`config.mk`:
```
export PLATFORM = sky130hd
export DESIGN_NAME = fpoll_ctrl
export DESIGN_NICKNAME = d
export VERILOG_FILES = /design/src/hw/fpoll_pkg.sv /design/src/hw/fpoll_sync.sv /design/src/hw/fpoll_ctrl.sv
export VERILOG_INCLUDE_DIRS = /design/src /design/src/hw
export SDC_FILE = /design/constraint.sdc
export NUM_CORES = 1
export LEC_CHECK = 0
export BUFFER_PORTS_ARGS = -buffer_cell sky130_fd_sc_hd__buf_2
export CAP_MARGIN = 25
export CORE_MARGIN = 8
export CORE_UTILIZATION = 40
export DETAILED_ROUTE_END_ITERATION = 10
export PLACE_DENSITY_LB_ADDON = 0.05
export SYNTH_ARGS = -nofsm -noshare
export SYNTH_HDL_FRONTEND = slang
export SYNTH_SLANG_ARGS = --single-unit
```
`constraint.sdc`:
```
create_clock -name mclk_i -period 2.75 [get_ports mclk_i]
set_input_delay 0.275 -clock mclk_i [delete_from_list [all_inputs] [get_ports mclk_i]]
set_output_delay 0.275 -clock mclk_i [all_outputs]
set_load 0.1 [all_outputs]
```
`src/hw/fpoll_consts.svh`:
```
// fpoll_consts.svh: offsets, field positions, reset values and timing counts
// of the flash status poll controller.
// assumes a 100 MHz controller clock and a x16 parallel flash bus.
`ifndef FPOLL_CONSTS_SVH
`define FPOLL_CONSTS_SVH

// register byte offsets on the avalon slave
`define FP_OFS_CTRL 4'h0
`define FP_OFS_ADDR 4'h4
`define FP_OFS_STAT 4'h8
`define FP_OFS_NPOLL 4'hc

// control register fields
`define FP_CTRL_GO 0
`define FP_CTRL_OP_LO 1
`define FP_CTRL_EXP_LO 8

// status register fields
`define FP_ST_BUSY 0
`define FP_ST_DONE 1
`define FP_ST_FAIL 2
`define FP_ST_ABORT 3
`define FP_ST_ERRLOCK 4
`define FP_ST_ABTLOCK 5
`define FP_ST_REFUSED 6
`define FP_ST_BYTE_LO 8

// status word bit positions on the low data lanes
`define FP_DQ_POLL 7
`define FP_DQ_TOGGLE 6
`define FP_DQ_ERROR 5
`define FP_DQ_ETIMER 3
`define FP_DQ_ALTTOG 2
`define FP_DQ_BUFABT 1

// command words and command addresses (x16)
`define FP_CMD_RESET 16'h00f0
`define FP_CMD_UNLK1 16'h00aa
`define FP_CMD_UNLK2 16'h0055
`define FP_ADR_UNLK1 12'h555
`define FP_ADR_UNLK2 12'h2aa

// times in ns and derived cycle counts
`define FP_CLK_NS 10
`define FP_T_ACC_NS 110
`define FP_T_GAP_NS 30
`define FP_T_WP_NS 35
`define FP_T_WPH_NS 30
`define FP_T_RP_NS 500
`define FP_T_WAKE_NS 1000
`define FP_CYC_UP(t) (((t) + `FP_CLK_NS - 1) / `FP_CLK_NS)
`define FP_SYNC_CYC 3
`define FP_RD_CYC (`FP_CYC_UP(`FP_T_ACC_NS) + `FP_SYNC_CYC)
`define FP_GAP_CYC `FP_CYC_UP(`FP_T_GAP_NS)
`define FP_WP_CYC `FP_CYC_UP(`FP_T_WP_NS)
`define FP_WPH_CYC `FP_CYC_UP(`FP_T_WPH_NS)
`define FP_RP_CYC `FP_CYC_UP(`FP_T_RP_NS)
`define FP_WAKE_CYC `FP_CYC_UP(`FP_T_WAKE_NS)

// reset values
`define FP_RST_STAT 32'h0000_0000
`define FP_RST_DQ_IN 16'hffff

`endif

```
`src/hw/fpoll_pkg.sv`:
```
// fpoll_pkg: types shared by the flash status poll controller files.
// assumes fpoll_consts.svh holds every number.
package fpoll_pkg;

  // orders that software may give
  typedef enum logic [2:0] {
    OP_POLL_DATA,
    OP_POLL_TOGGLE,
    OP_RESET_F0,
    OP_RESET_FULL,
    OP_RESET_PIN
  } fpoll_op_e;

  // bus sequencer states
  typedef enum logic [2:0] {
    S_IDLE,
    S_RD,
    S_RD_GAP,
    S_WR,
    S_WR_GAP,
    S_RST,
    S_WAKE
  } fpoll_state_e;

  // flash control pins, all active low except the data enable
  typedef struct packed {
    logic ce_n;
    logic oe_n;
    logic we_n;
    logic rst_n;
    logic dq_oe;
  } fpoll_pins_s;

endpackage

```
`src/hw/fpoll_sync.sv`:
```
// fpoll_sync: three-stage synchroniser for a bus of pin inputs.
// assumes the inputs are asynchronous to mclk_i; a bit changes at the output
// only once stages two and three agree.
`timescale 1ns/1ns
module fpoll_sync #(
  parameter int W = 16,
  parameter logic [W-1:0] INIT = '1
) (
  input wire logic mclk_i,
  input wire logic rst_n_i,
  input wire logic [W-1:0] d_i,
  output logic [W-1:0] q_o
);
  logic [W-1:0] s1_reg; // first stage, read by s2 only
  logic [W-1:0] s2_reg;
  logic [W-1:0] s3_reg;
  logic [W-1:0] q_next;

  // a bit moves only where stage two and three agree
  assign q_next = (q_o & ~(s2_reg ^ s3_reg)) ^ ((s2_reg ^ q_o) & ~(s2_reg ^ s3_reg)) | (q_o & (s2_reg ^ s3_reg));

  // three flops plus the agreed output
  always_ff @(posedge mclk_i)
  begin
    if (!rst_n_i)
    begin
      s1_reg <= INIT;
      s2_reg <= INIT;
      s3_reg <= INIT;
      q_o <= INIT;
    end
    else
    begin
      s1_reg <= d_i;
      s2_reg <= s1_reg;
      s3_reg <= s2_reg;
      q_o <= q_next;
    end
  end
endmodule // fpoll_sync

```
`src/hw/fpoll_ctrl.sv`:
```
// fpoll_ctrl: host controller that polls a parallel nor flash for the end of
// program, erase or blank check and issues the recovery commands.
// assumes one 100 MHz clock, an avalon-mm master with waitrequest, and a x16
// flash whose data lanes are resolved from dq_o and the dq_oe pin enable.
//
// How it works
// - after error, read/reset before any command
// - after abort, full three-write reset sequence; the code also accepts a pin reset instead
// - poll address is programmed or erasing location
// - blank check tracked only by toggle method
// - ignore status bits undefined for operation
`timescale 1ns/1ns
`include "fpoll_consts.svh"
module fpoll_ctrl #(
  parameter int ADDR_W = 26
) (
  input wire logic mclk_i,
  input wire logic rst_n_i,
  input wire logic [3:0] avs_address_i,
  input wire logic avs_read_i,
  input wire logic avs_write_i,
  input wire logic [31:0] avs_writedata_i,
  output logic [31:0] avs_readdata_o,
  output logic avs_waitrequest_o,
  output logic [ADDR_W-1:0] flash_addr_o,
  output logic [15:0] flash_dq_o,
  input wire logic [15:0] flash_dq_i,
  output fpoll_pkg::fpoll_pins_s flash_pins_o
);
  fpoll_pkg::fpoll_state_e state_reg, state_next;
  fpoll_pkg::fpoll_op_e op_reg; // order in progress
  logic [1:0] phase_reg; // step inside an order
  logic [15:0] cnt_reg; // cycles left in a bus phase
  logic [7:0] exp_reg; // data written, for the poll bit
  logic [ADDR_W-1:0] paddr_reg; // address to poll
  logic [7:0] stat_reg; // last status word read
  logic [7:0] prev_reg; // earlier status word, toggle method
  logic done_reg, fail_reg, abort_reg, busy_reg, refused_reg;
  logic errlock_reg; // error seen, read/reset owed
  logic abtlock_reg; // abort seen, full reset owed
  logic [15:0] npoll_reg; // reads made by the current order
  logic [15:0] dq_sync; // synchronised data lanes
  // local names for the sequencer states, since the package is never imported
  localparam fpoll_pkg::fpoll_state_e S_IDLE = fpoll_pkg::S_IDLE;
  localparam fpoll_pkg::fpoll_state_e S_RD = fpoll_pkg::S_RD;
  localparam fpoll_pkg::fpoll_state_e S_RD_GAP = fpoll_pkg::S_RD_GAP;
  localparam fpoll_pkg::fpoll_state_e S_WR = fpoll_pkg::S_WR;
  localparam fpoll_pkg::fpoll_state_e S_WR_GAP = fpoll_pkg::S_WR_GAP;
  localparam fpoll_pkg::fpoll_state_e S_RST = fpoll_pkg::S_RST;
  localparam fpoll_pkg::fpoll_state_e S_WAKE = fpoll_pkg::S_WAKE;

  // data lanes come from outside the clock domain
  fpoll_sync #(.W(16), .INIT(`FP_RST_DQ_IN)) u_sync (
    .mclk_i(mclk_i),
    .rst_n_i(rst_n_i),
    .d_i(flash_dq_i),
    .q_o(dq_sync)
  );

  // avalon decode
  wire bus_wr = avs_write_i & ~avs_waitrequest_o;
  wire bus_req = (avs_read_i | avs_write_i) & avs_waitrequest_o;
  wire wr_ctrl = bus_wr & (avs_address_i == `FP_OFS_CTRL);
  wire wr_addr = bus_wr & (avs_address_i == `FP_OFS_ADDR);
  wire go = wr_ctrl & avs_writedata_i[`FP_CTRL_GO];
  wire [2:0] go_op = avs_writedata_i[`FP_CTRL_OP_LO +: 3];
  wire go_is_poll = (go_op == 3'(fpoll_pkg::OP_POLL_DATA)) | (go_op == 3'(fpoll_pkg::OP_POLL_TOGGLE));
  wire go_is_full = (go_op == 3'(fpoll_pkg::OP_RESET_FULL)) | (go_op == 3'(fpoll_pkg::OP_RESET_PIN));
  wire go_bad_op = go_op > 3'(fpoll_pkg::OP_RESET_PIN);
  // after an error only a reset may go; after an abort only a full reset or a pin reset
  wire go_refuse = busy_reg | go_bad_op | (errlock_reg & go_is_poll) | (abtlock_reg & ~go_is_full);
  wire go_ok = go & ~go_refuse;

  wire [31:0] stat_word = {16'h0000, stat_reg, 1'b0, refused_reg, abtlock_reg, errlock_reg,
                           abort_reg, fail_reg, done_reg, busy_reg};
  wire [31:0] rd_mux = (avs_address_i == `FP_OFS_CTRL) ? {16'h0000, exp_reg, 4'h0, 3'(op_reg), 1'b0} :
                       (avs_address_i == `FP_OFS_ADDR) ? 32'(paddr_reg) :
                       (avs_address_i == `FP_OFS_STAT) ? stat_word :
                       (avs_address_i == `FP_OFS_NPOLL) ? {16'h0000, npoll_reg} : 32'h0000_0000;

  // bus phase ends
  wire cnt_zero = (cnt_reg == 16'h0000);
  wire rd_end = (state_reg == S_RD) & cnt_zero;
  wire [7:0] st = dq_sync[7:0]; // only the low lanes carry status
  wire poll_match = (st[`FP_DQ_POLL] == exp_reg[`FP_DQ_POLL]);
  wire tog_same = (st[`FP_DQ_TOGGLE] == prev_reg[`FP_DQ_TOGGLE]);
  wire st_err = st[`FP_DQ_ERROR];
  wire st_abt = st[`FP_DQ_BUFABT];
  wire is_data = (op_reg == fpoll_pkg::OP_POLL_DATA);
  // verdicts after a read; timer and alt toggle bits are left unread
  wire fin_ok = rd_end & (is_data ? poll_match : (phase_reg != 2'd0 && phase_reg != 2'd2 && tog_same));
  wire fin_bad = rd_end & ~fin_ok & (is_data ? (phase_reg == 2'd1) : (phase_reg == 2'd3));
  wire recheck = rd_end & ~fin_ok & ~fin_bad & (st_err | st_abt);

  // write sequences: single read/reset or unlock, unlock, read/reset
  wire last_wr = (op_reg == fpoll_pkg::OP_RESET_F0) | (phase_reg == 2'd2);
  // op and step of the write about to start: op_reg and phase_reg lag one edge
  // behind a new order and behind a gap, which would move address and data
  // while the write strobe is already low
  wire [2:0] op_cur = go_ok ? go_op : 3'(op_reg);
  wire [1:0] ph_cur = go_ok ? 2'd0 : ((state_reg == S_WR_GAP) ? phase_reg + 2'd1 : phase_reg);
  wire [15:0] wr_data = (op_cur == 3'(fpoll_pkg::OP_RESET_F0) || ph_cur == 2'd2) ? `FP_CMD_RESET :
                        (ph_cur == 2'd0) ? `FP_CMD_UNLK1 : `FP_CMD_UNLK2;
  wire [ADDR_W-1:0] wr_addr_v = (op_cur == 3'(fpoll_pkg::OP_RESET_F0)) ? '0 :
                                (ph_cur == 2'd1) ? ADDR_W'(`FP_ADR_UNLK2) : ADDR_W'(`FP_ADR_UNLK1);
  wire go_rd = go_ok & go_is_poll;
  wire go_wr = go_ok & ((go_op == 3'(fpoll_pkg::OP_RESET_F0)) | (go_op == 3'(fpoll_pkg::OP_RESET_FULL)));
  wire go_pin = go_ok & (go_op == 3'(fpoll_pkg::OP_RESET_PIN));

  // next state of the bus sequencer
  always_comb
  begin
    state_next = state_reg;
    case (state_reg)
      S_IDLE:
      begin
        if (go_rd)
          state_next = S_RD;
        else if (go_wr)
          state_next = S_WR;
        else if (go_pin)
          state_next = S_RST;
      end
      S_RD:
        if (cnt_zero)
          state_next = (fin_ok | fin_bad) ? S_IDLE : S_RD_GAP;
      S_RD_GAP:
        if (cnt_zero)
          state_next = S_RD; // a fresh read each time so the device flips its toggle
      S_WR:
        if (cnt_zero)
          state_next = S_WR_GAP;
      S_WR_GAP:
        if (cnt_zero)
          state_next = last_wr ? S_IDLE : S_WR;
      S_RST:
        if (cnt_zero)
          state_next = S_WAKE;
      S_WAKE:
        if (cnt_zero)
          state_next = S_IDLE;
      default:
        state_next = S_IDLE;
    endcase
  end

  // phase counter load values
  wire [15:0] cnt_load = (state_next == S_RD) ? 16'(`FP_RD_CYC - 1) :
                         (state_next == S_RD_GAP) ? 16'(`FP_GAP_CYC - 1) :
                         (state_next == S_WR) ? 16'(`FP_WP_CYC - 1) :
                         (state_next == S_WR_GAP) ? 16'(`FP_WPH_CYC - 1) :
                         (state_next == S_RST) ? 16'(`FP_RP_CYC - 1) :
                         (state_next == S_WAKE) ? 16'(`FP_WAKE_CYC - 1) : 16'h0000;
  wire enter = (state_next != state_reg) | (cnt_zero & state_reg != S_IDLE);

  // sequencer, counter and pins
  always_ff @(posedge mclk_i)
  begin
    if (!rst_n_i)
    begin
      state_reg <= S_IDLE;
      cnt_reg <= 16'h0000;
      flash_pins_o <= '{ce_n: 1'b1, oe_n: 1'b1, we_n: 1'b1, rst_n: 1'b1, dq_oe: 1'b0};
      flash_addr_o <= '0;
      flash_dq_o <= 16'h0000;
    end
    else
    begin
      state_reg <= state_next;
      cnt_reg <= enter ? cnt_load : cnt_reg - 16'h0001;
      flash_pins_o.ce_n <= ~(state_next == S_RD || state_next == S_WR);
      flash_pins_o.oe_n <= ~(state_next == S_RD);
      flash_pins_o.we_n <= ~(state_next == S_WR);
      flash_pins_o.rst_n <= ~(state_next == S_RST);
      flash_pins_o.dq_oe <= (state_next == S_WR);
      flash_addr_o <= (state_next == S_WR) ? wr_addr_v : paddr_reg;
      flash_dq_o <= wr_data;
    end
  end

  // order bookkeeping and verdicts
  always_ff @(posedge mclk_i)
  begin
    if (!rst_n_i)
    begin
      op_reg <= fpoll_pkg::OP_POLL_DATA;
      phase_reg <= 2'd0;
      exp_reg <= 8'h00;
      paddr_reg <= '0;
      {stat_reg, prev_reg} <= 16'h0000;
      {busy_reg, done_reg, fail_reg, abort_reg, refused_reg} <= 5'h00;
      {errlock_reg, abtlock_reg} <= 2'b00;
      npoll_reg <= 16'h0000;
    end
    else
    begin
      if (wr_addr)
        paddr_reg <= avs_writedata_i[ADDR_W-1:0];
      if (go)
        refused_reg <= go_refuse;
      if (go_ok)
      begin
        op_reg <= fpoll_pkg::fpoll_op_e'(go_op);
        exp_reg <= avs_writedata_i[`FP_CTRL_EXP_LO +: 8];
        phase_reg <= 2'd0;
        npoll_reg <= 16'h0000;
        {busy_reg, done_reg, fail_reg, abort_reg} <= 4'b1000;
      end
      else if (rd_end)
      begin
        stat_reg <= st;
        prev_reg <= st;
        npoll_reg <= npoll_reg + 16'h0001;
        if (fin_ok)
          {busy_reg, done_reg} <= 2'b01;
        else if (fin_bad)
        begin
          {busy_reg, fail_reg} <= 2'b01;
          errlock_reg <= st_err;
          abort_reg <= st_abt & ~st_err;
          abtlock_reg <= st_abt & ~st_err;
        end
        else if (recheck || !is_data)
          // phase 2 always moves on to 3, else a lasting error would reread forever
          phase_reg <= is_data ? 2'd1 : (phase_reg == 2'd2 ? 2'd3 : (recheck ? 2'd2 : 2'd1));
      end
      else if (state_reg == S_WR_GAP && cnt_zero)
      begin
        phase_reg <= phase_reg + 2'd1;
        if (last_wr)
        begin
          {busy_reg, done_reg} <= 2'b01;
          errlock_reg <= 1'b0;
          if (op_reg == fpoll_pkg::OP_RESET_FULL)
            abtlock_reg <= 1'b0;
        end
      end
      else if (state_reg == S_WAKE && cnt_zero)
      begin
        {busy_reg, done_reg} <= 2'b01;
        {errlock_reg, abtlock_reg} <= 2'b00;
      end
    end
  end

  // avalon answer one cycle after the request
  always_ff @(posedge mclk_i)
  begin
    if (!rst_n_i)
    begin
      avs_waitrequest_o <= 1'b1;
      avs_readdata_o <= 32'h0000_0000;
    end
    else
    begin
      avs_waitrequest_o <= ~bus_req;
      if (bus_req)
        avs_readdata_o <= rd_mux;
    end
  end
endmodule // fpoll_ctrl

```
==> flow_summary.toml, run 1 <==
[status]
outcome = "complete, no violations"

[setup_path]
endpoint_kind = "flip-flop"
worstReg2RegStart = "cnt_reg[0]"
startpoint_type = "flip-flop"
crit_slowest_cell = "o311ai_0"
setup.worst_path.start = "cnt_reg[0]"
cpLargestDelayFamily = "compound AO/OA/AOI/OAI gates"
rrSetupSlack_ns = 0.11
cp.arrival_ns = 2.95
cp-endpoint = "flash_addr_o[3]"
cpPeakStageDelay_ns = 0.59
path_depth = 9
cp.required_ns = 3.07
r2r_end = "flash_addr_o[3]"
critPathBufInv = 2
worstSetupPathType = "flip-flop to flip-flop"
crit_fanout = 5
cp_cell_sequence = "inv_1 -> ha_1 -> nor4b_4 -> nand4_2 -> o311ai_0 -> a22oi_1 -> buf_4 -> and4_1 -> a21o_1"
worstRegToRegCells = 9

[detailed_routing]
via_per_inst = 5.27
routedWlPerCell_um = 17.9
drtAntennaViolNets = 0
drc = 0
wirelength_um = 22000
dr.first_iter.drc_count = 601
dr.pass1.iters = 5
via_count = 6508

[power_and_ir_drop]
switchingPower_w = 0.00253
p_int_w = 0.00475
p_total_w = 0.00729
combPwrFrac_pct = 25.3
seq_power_share_pct = 41.5
switching_share_pct = 34.8
ir_drop_mv = 0.649
powerDensity_mw_per_mm2 = 812
p_leak_nw = 3.55
clock_power_share_pct = 33.2

[placed_design]
dp_hpwl_um = 16200
dpl_cell_area_mm2 = 0.00835
io_buffer_count = 107
gp_congestion = 0.910

[floorplanning]
initial_utilization_pct = 40.2
die_w_um = 152
die_area_mm2 = 0.0232
die_h_um = 152
core_mm2 = 0.0185
rows = 50
io_pins = 136

[cts]
clock_sinks = 183
root_buffer = "clkbuf_16"
tritoncts = "done"
cts.path.max_buffers = 2
htree_num_levels = 4
insertion_delay_ns = 0.43
cts-buffers-inserted = 17
cts.clk_slew.worst_paths_ns = 0.08
cts-hold-fix-buffers = 0

[layout]
fin_area_mm2 = 0.00897
fin_util_pct = 48.4
fill_cells = 1820
antenna_cells = 0
syn_to_final_growth_pct = 20.4
drive_gt1_share_pct = 19.8
nets = 1048

[logic_synthesis]
ys_async_sr_fraction_pct = 0
synth_cell_types = 70
yosysTopAreaCell = "dfxtp_1"
ys_ff_latch = 183
synth_top_area_share_pct = 49.2
postSynthAreaPerCell_um2 = 8.58
synth-main-ff-cell = "dfxtp_1"
syn-cell-area_mm2 = 0.00745
synth_edf_count = 0
yosysSeqAreaShare_pct = 49.2
yosysMostFrequentCell = "dfxtp_1"
netlist_top_cells_count = "183 x dfxtp_1, 131 x nand2_1, 93 x a21oi_1"
synth.area.top_cells = "dfxtp_1 49%, nand2_1 6.6%, a21oi_1 6.3%"
ys.warnings.count = 0
postSynthCellCount = 868

[worst_hold_path]
hp-class = "primary input to flip-flop"

[timing]
max_freq_mhz = 379
hold_violations = 0
drv_slew = 0
max_slew_margin_pct = 56.9
worst_pin_slew_ns = 0.638
finalClockSkew_ns = 0.00974
finalSetupViolCount = 0
timing.final.crit_share_pct = 95.9
fin_crit_ns = 2.64
tns_ns = 0

[job]
drv_cap = 0

[global_routing]
grtUsageTotal_pct = 18.6
grt_overflow = 0
grt_pass1_vias = 6294
grt_max_degree = 52
grt_pass1_wl_um = 34800
antenna_found_initial = 1
## power by group through the flow
| stage | clock network (W) | registers (W) | logic [W] |
|---|---|---|---|
| finish | 0.00242 | 0.00302 | 0.00184 |
| global route | 0.00260 | 0.00305 | 0.00199 |
| CTS | 0.00248 | 0.00301 | 0.00180 |
| detailed placement | 0 | 0.00308 | 0.00179 |
| global placement | 0 | 0.00307 | 0.00177 |
| floorplan | 0 | 0.00326 | 0.00108 |
## cells by family after synthesis
| kind of cell | count (synthesis) | share of synthesized area, % |
|---|---|---|
| buffers and inverters | 73 | 4.75 |
| flip-flops | 183 | 49.2 |
| other | 1 | 0.0504 |
| adder cells (fa/ha/maj) | 5 | 0.840 |
| AO/OA/AOI/OAI | 209 | 17.0 |
| AND/OR/NAND/NOR | 359 | 23.5 |
| multiplexers | 12 | 1.65 |
| XOR/XNOR | 26 | 3.06 |
## layer usage
metal  track usage [%]  wire length, um  part of all wire (%)  vias to the layer above
li1                  -                -                     -                     3199
met1              25.3            10700                    48                     3072
met2              28.6             9780                    44                      204
met3              3.69             1180                   5.4                       31
met4              6.64              413                   1.9                        2
met5                 0               13                 0.059                        -
## timing repair
action                                  in CTS  in global routing
endpoints found under the setup margin       0                 29
gates resized for setup                      0                  2
buffers inserted                             0                  1
## stage by stage
step | setup WS (ns) | std cells | hold slack, ns
5_1_grt | -0.0674 | 1234 | 0.00885
6_report | 0.114 | 1234 | 0.0198
3_5_place_dp | 0.108 | 1201 | 0.392
4_1_cts | 0.0830 | 1233 | 0.00483
2_1_floorplan | 0.282 | 881 | 0.376
3_3_place_gp | 0.230 | 1200 | 0.389
## worst min path at each step
stage,end,depth (start not counted),start
6_report,u_sync.s1_reg[6],2,flash_dq_i[6]
5_1_grt,u_sync.s1_reg[4],2,flash_dq_i[4]
4_1_cts,u_sync.s1_reg[6],2,flash_dq_i[6]
3_5_place_dp,u_sync.s2_reg[0],1,u_sync.s1_reg[0]
3_3_place_gp,u_sync.s2_reg[2],1,u_sync.s1_reg[2]
2_1_floorplan,u_sync.s1_reg[0],1,flash_dq_i[0]
## area by class of cell
type | instances | area (um^2) | share of cell area, %
clock buffer | 20 | 467 | 5.20
tap | 234 | 293 | 3.26
inverter | 12 | 45.0 | 0.502
clock inverter | 12 | 124 | 1.38
multi-input combinational | 625 | 3510 | 39.1
sequential | 183 | 3660 | 40.8
timing repair buffer | 148 | 872 | 9.72
## cell usage in the layout (no fill, tap or decap), drive strengths merged, types with 14 or more instances in the layout
| cell | synthesis | layout |
|---|---|---|
| a21oi | 94 | 94 |
| a221oi | 14 | 14 |
| and2 | 22 | 22 |
| buf | 24 | 148 |
| clkbuf | 37 | 20 |
| conb | 1 | 14 |
| dfxtp | 183 | 183 |
| inv | 12 | 19 |
| nand2 | 131 | 131 |
| nand2b | 29 | 29 |
| nand3 | 21 | 21 |
| nor2 | 86 | 86 |
| nor3 | 17 | 17 |
| o21ai | 48 | 48 |
| xor2 | 14 | 14 |
No activity file was read; power rests on OpenSTA's default activity.
==> run 2, diff against run 1 <==
- CELL_PAD_IN_SITES_DETAIL_PLACEMENT: not set -> 0
- CELL_PAD_IN_SITES_GLOBAL_PLACEMENT: not set -> 1
==> flow_summary.toml, run 2 (synthesized netlist as in run 1, its figures left out) <==
[placed_design]
dp_hpwl_um = 15700
dp_slack_ns = 0.0773
gp_congestion = 0.819
io_buffer_count = 107

[status]
outcome = "complete, no violations"

[job]
drv_cap = 0

[setup_path]
crit_slowest_cell = "a222oi_1"
cpPeakStageDelay_ns = 0.51
worstSetupPathType = "flip-flop to flip-flop"
cp.arrival_ns = 2.95
startpoint_type = "flip-flop"
cp.required_ns = 3.12
critPathBufInv = 2
endpoint_kind = "flip-flop"
cp_cell_sequence = "inv_1 -> ha_1 -> nor4b_4 -> a41oi_1 -> a222oi_1 -> a22oi_1 -> buf_4 -> a31oi_2 -> o21a_1"
crit_fanout = 6
cpLargestDelayFamily = "compound AO/OA/AOI/OAI gates"

[power_and_ir_drop]
p_int_w = 0.00479
ir_drop_mv = 0.625
p_total_w = 0.00726
powerDensity_mw_per_mm2 = 816
combPwrFrac_pct = 23.9
seq_power_share_pct = 41.8
switchingPower_w = 0.00247
clock_power_share_pct = 34.3
p_leak_nw = 3.52
switching_share_pct = 34.1

[timing]
finalClockSkew_ns = 0.0123
drv_slew = 0
tns_ns = 0
finalSetupViolCount = 0
fin_crit_ns = 2.57
worst_pin_slew_ns = 0.645
max_freq_mhz = 389
timing.final.crit_share_pct = 93.5
rsz0062_at_grt = "no"
max_slew_margin_pct = 57.0
setup_slack_ns = 0.178
hold_violations = 0

[floorplanning]
io_pins = 136
die_w_um = 152
die_h_um = 152
die_area_mm2 = 0.0232
rows = 50
core_mm2 = 0.0185
initial_utilization_pct = 40.2

[cts]
htree_num_levels = 4
cts-buffers-inserted = 17
cts.path.max_buffers = 2
cts.clk_slew.worst_paths_ns = 0.07
insertion_delay_ns = 0.43
tritoncts = "done"
clock_sinks = 183
root_buffer = "clkbuf_16"

[detailed_routing]
route.met2.wl_um = 9840
routedWlPerCell_um = 17.6
drtAntennaViolNets = 0
dr.first_iter.drc_count = 412
wl_met1_um = 10400
maxUsedRoutingLayer = "met4"
via_count = 6507
wirelength_um = 21700
drc = 0
wl_met3_um = 1100
via_per_inst = 5.30
dr.pass1.iters = 5

[layout]
drive_gt1_share_pct = 19.2
syn_to_final_growth_pct = 19.6
final_common_cell = "dfxtp_1"
antenna_cells = 0
layout_common_cells = "183 x dfxtp_1, 131 x nand2_1, 107 x buf_2, 93 x a21oi_1, 85 x nor2_1"
nets = 1042
fill_cells = 1830

[worst_hold_path]
hp-class = "primary input to flip-flop"

[global_routing]
grt_max_degree = 61
grtUsageTotal_pct = 18.4
grt_pass1_vias = 6362
grt_pass1_wl_um = 34500
antenna_found_initial = 0
grt_overflow = 0
==> run 2: cell count changes in the layout (fill, tap and decap cells not counted) <==
cell	change
buf_12	-1
buf_4	-4
clkinv_2	+2
bufinv_16	+2
inv_6	-2
inv_8	+2
clkinv_8	-2
clkbuf_8	-3
a31oi_2	+1
buf_6	-1
a31oi_4	-1
clkbuf_1	+1
==> run 2: layout make-up <==
type,count,area (um^2),area share (%)
Multi-Input combinational cell,625,3500,39.3
Timing Repair Buffer,142,811,9.10
Tap cell,234,293,3.29
Clock inverter,14,166,1.87
Clock buffer,18,429,4.82
Sequential cell,183,3660,41.1
Inverter,12,45.0,0.506
==> run 2: per-stage QoR <==
step                      utilization, %  std cells  area (um^2)  hold slack [ns]
final                               48.1       1228         8900           0.0148
after global routing                48.1       1228         8900         0.000616
after CTS                           48.0       1226         8880          0.00211
after detailed placement            44.7       1194         8290            0.391
after global placement              44.7       1194         8290            0.392
after floorplan                        -        881         7500            0.376
==> run 2: worst paths after layout <==
| kind | from | slack [ns] | depth (start not counted) | end |
|---|---|---|---|---|
| setup reg to reg | cnt_reg[0] | 0.18 | 9 | flash_addr_o[10] |
| setup / recovery | cnt_reg[0] | 0.18 | 9 | flash_addr_o[10] |
| hold reg to reg | u_sync.s1_reg[6] | 0.41 | 1 | u_sync.s2_reg[6] |
| hold / removal | flash_dq_i[3] | 0.01 | 2 | u_sync.s1_reg[3] |
==> run 2: timing repair <==
action	4_1_cts	5_1_grt
setup buffers	0	2
endpoints found under the setup margin	0	27
resized for setup	0	1
hold buffers	0	0
==> run 2: routing by layer <==
metal	GRT usage, %	vias up
li1	-	3198
met1	24.0	3099
met2	29.7	191
met3	4.34	19
met4	5.80	0
met5	0	-
==> run 2: power by group through the flow <==
stage | clock network [W] | logic (W) | registers (W)
finish | 0.00249 | 0.00174 | 0.00303
global route | 0.00265 | 0.00188 | 0.00306
CTS | 0.00255 | 0.00170 | 0.00302
floorplan | 0 | 0.00108 | 0.00326
detailed placement | 0 | 0.00169 | 0.00308
global placement | 0 | 0.00167 | 0.00308
==> run 3, diff against run 2 <==
- CORE_UTILIZATION: 40 -> 37
- SETUP_SLACK_MARGIN: not set -> 0.5
- clock period: 2.75 -> 2.1 ns (I/O delays scaled with it)
==> flow_summary.toml, run 3 (synthesized netlist as in run 1, its figures left out) <==
[status]
outcome = "finished, violations left"
violations = "negative setup slack"

[global_routing]
grt_pass1_wl_um = 38700
grt_use_met2_pct = 32.3
grt.busiest_layer = "met2"
grtUsageTotal_pct = 19.9
use_met1_pct = 26.4
grt_pass1_vias = 7088
grt_overflow = 0
grt_use_met3_pct = 3.60
antenna_found_initial = 0
grt_max_degree = 59

[timing]
fin_crit_ns = 2.28
hold_violations = 0
setup_slack_ns = -0.176
timing.final.crit_share_pct = 108
drv_slew = 0
whs_ns = 0.0236
max_slew_margin_pct = 59.5
max_freq_mhz = 439
rsz0062_at_grt = "yes"
finalClockSkew_ns = 0.00991
worst_pin_slew_ns = 0.602
finalSetupViolCount = 54
tns_ns = -5.64

[floorplanning]
die_h_um = 158
core_mm2 = 0.0200
initial_utilization_pct = 37.3
die_area_mm2 = 0.0249
die_w_um = 158
io_pins = 136
rows = 52

[detailed_routing]
drtAntennaViolNets = 0
dr.pass1.iters = 5
dr.first_iter.drc_count = 367
drc = 0
wirelength_um = 26700
via_per_inst = 5.12
via_count = 7246
routedWlPerCell_um = 18.9

[setup_path]
critPathBufInv = 2
crit_slowest_cell = "a222oi_1"
cp.arrival_ns = 2.61
cp_cell_sequence = "inv_2 -> ha_4 -> nor4b_4 -> a41oi_2 -> a222oi_1 -> a22oi_1 -> buf_4 -> and2_4 -> o21a_1"
crit_fanout = 6
startpoint_type = "flip-flop"
cp.required_ns = 2.43
worstSetupPathType = "flip-flop to flip-flop"
cpPeakStageDelay_ns = 0.42
endpoint_kind = "flip-flop"
cpLargestDelayFamily = "compound AO/OA/AOI/OAI gates"

[layout]
nets = 1193
drive_gt1_share_pct = 45.2
stdcell_count = 1415
layout_common_cells = "173 x dfxtp_1, 110 x buf_4, 106 x buf_2, 85 x nand2_1, 71 x nor2_1"
antenna_cells = 0
final_common_cell = "dfxtp_1"
syn_to_final_growth_pct = 57.7

[placed_design]
placed_cells = 1318
gp_congestion = 0.892
dp_hpwl_um = 17400
dp_slack_ns = -0.252
io_buffer_count = 107

[job]
drv_cap = 0

[cts]
cts-buffers-inserted = 17
cts.clk_slew.worst_paths_ns = 0.07
htree_num_levels = 4
clock_sinks = 183
insertion_delay_ns = 0.44
cts.path.max_buffers = 2
tritoncts = "done"
root_buffer = "clkbuf_16"

[worst_hold_path]
hp-class = "primary input to flip-flop"

[power_and_ir_drop]
ir_drop_mv = 0.683
powerDensity_mw_per_mm2 = 968
p_leak_nw = 4.86
run 3: changes by cell type in the layout (fill, tap and decap cells not counted), sizes merged, moves of 2 or more:
cell,change
buf,+124
nand2,+3
clkbuf,+4
dlygate4sd3,+18
clkinv,+2
run 3: worst min-delay path, delay by kind of cell:
| family | cells | cell delay [ns] |
|---|---|---|
| AOI/OAI and AO/OA | 1 | 0.06 |
| and+or+nand+nor | 1 | 0.05 |
| buffers and inverters | 1 | 0.09 |
run 3: timing repair:
action                                  in CTS  in global routing
hold buffers                                17                  1
endpoints found under the setup margin     114                137
cloned                                       1                 11
setup buffers                               22                 13
pin swaps                                   43                 79
resized for setup                          120                164
hold endpoints to repair                    17                  1
run 3: where the power goes:
part	internal, W	switching (W)	total, W
sequential	0.00370	0.000164	0.00386
combinational	0.00182	0.00234	0.00416
clock	0.00173	0.00162	0.00335
run 3: per-stage QoR:
stage	utilization [%]	power (W)	area, um^2
floorplan	-	0.00585	7810
detailed placement	46.5	0.00706	9290
CTS	53.7	0.0109	10700
global placement	46.5	0.00703	9290
global route	58.8	0.0119	11700
finish	58.8	0.0114	11700
run 3: final timing paths:
kind,cells past startpoint,startpoint,slack (ns),end
max,9,cnt_reg[1],-0.18,flash_addr_o[10]
min,3,avs_writedata_i[7],0.02,paddr_reg[7]
max reg2reg,9,cnt_reg[1],-0.18,flash_addr_o[10]
min reg2reg,1,u_sync.s1_reg[0],0.41,u_sync.s2_reg[0]
run 3: metal layers:
metal  vias up  routed length [um]
li1       3506                   -
met1      3532               12100
met2       180               12900
met3        28                1360
met4         0                 358
met5         -                   0
run 3: area by class of cell:
| cell class | count | area, um^2 |
|---|---|---|
| fillers | 1817 | 8230 |
| multi-input cells | 629 | 4720 |
| flip-flops and latches | 183 | 3680 |
| repair buffers | 289 | 2350 |
| clock buffers | 17 | 425 |
| well taps | 270 | 338 |
| clock inverters | 15 | 194 |
| inverters | 12 | 45.0 |
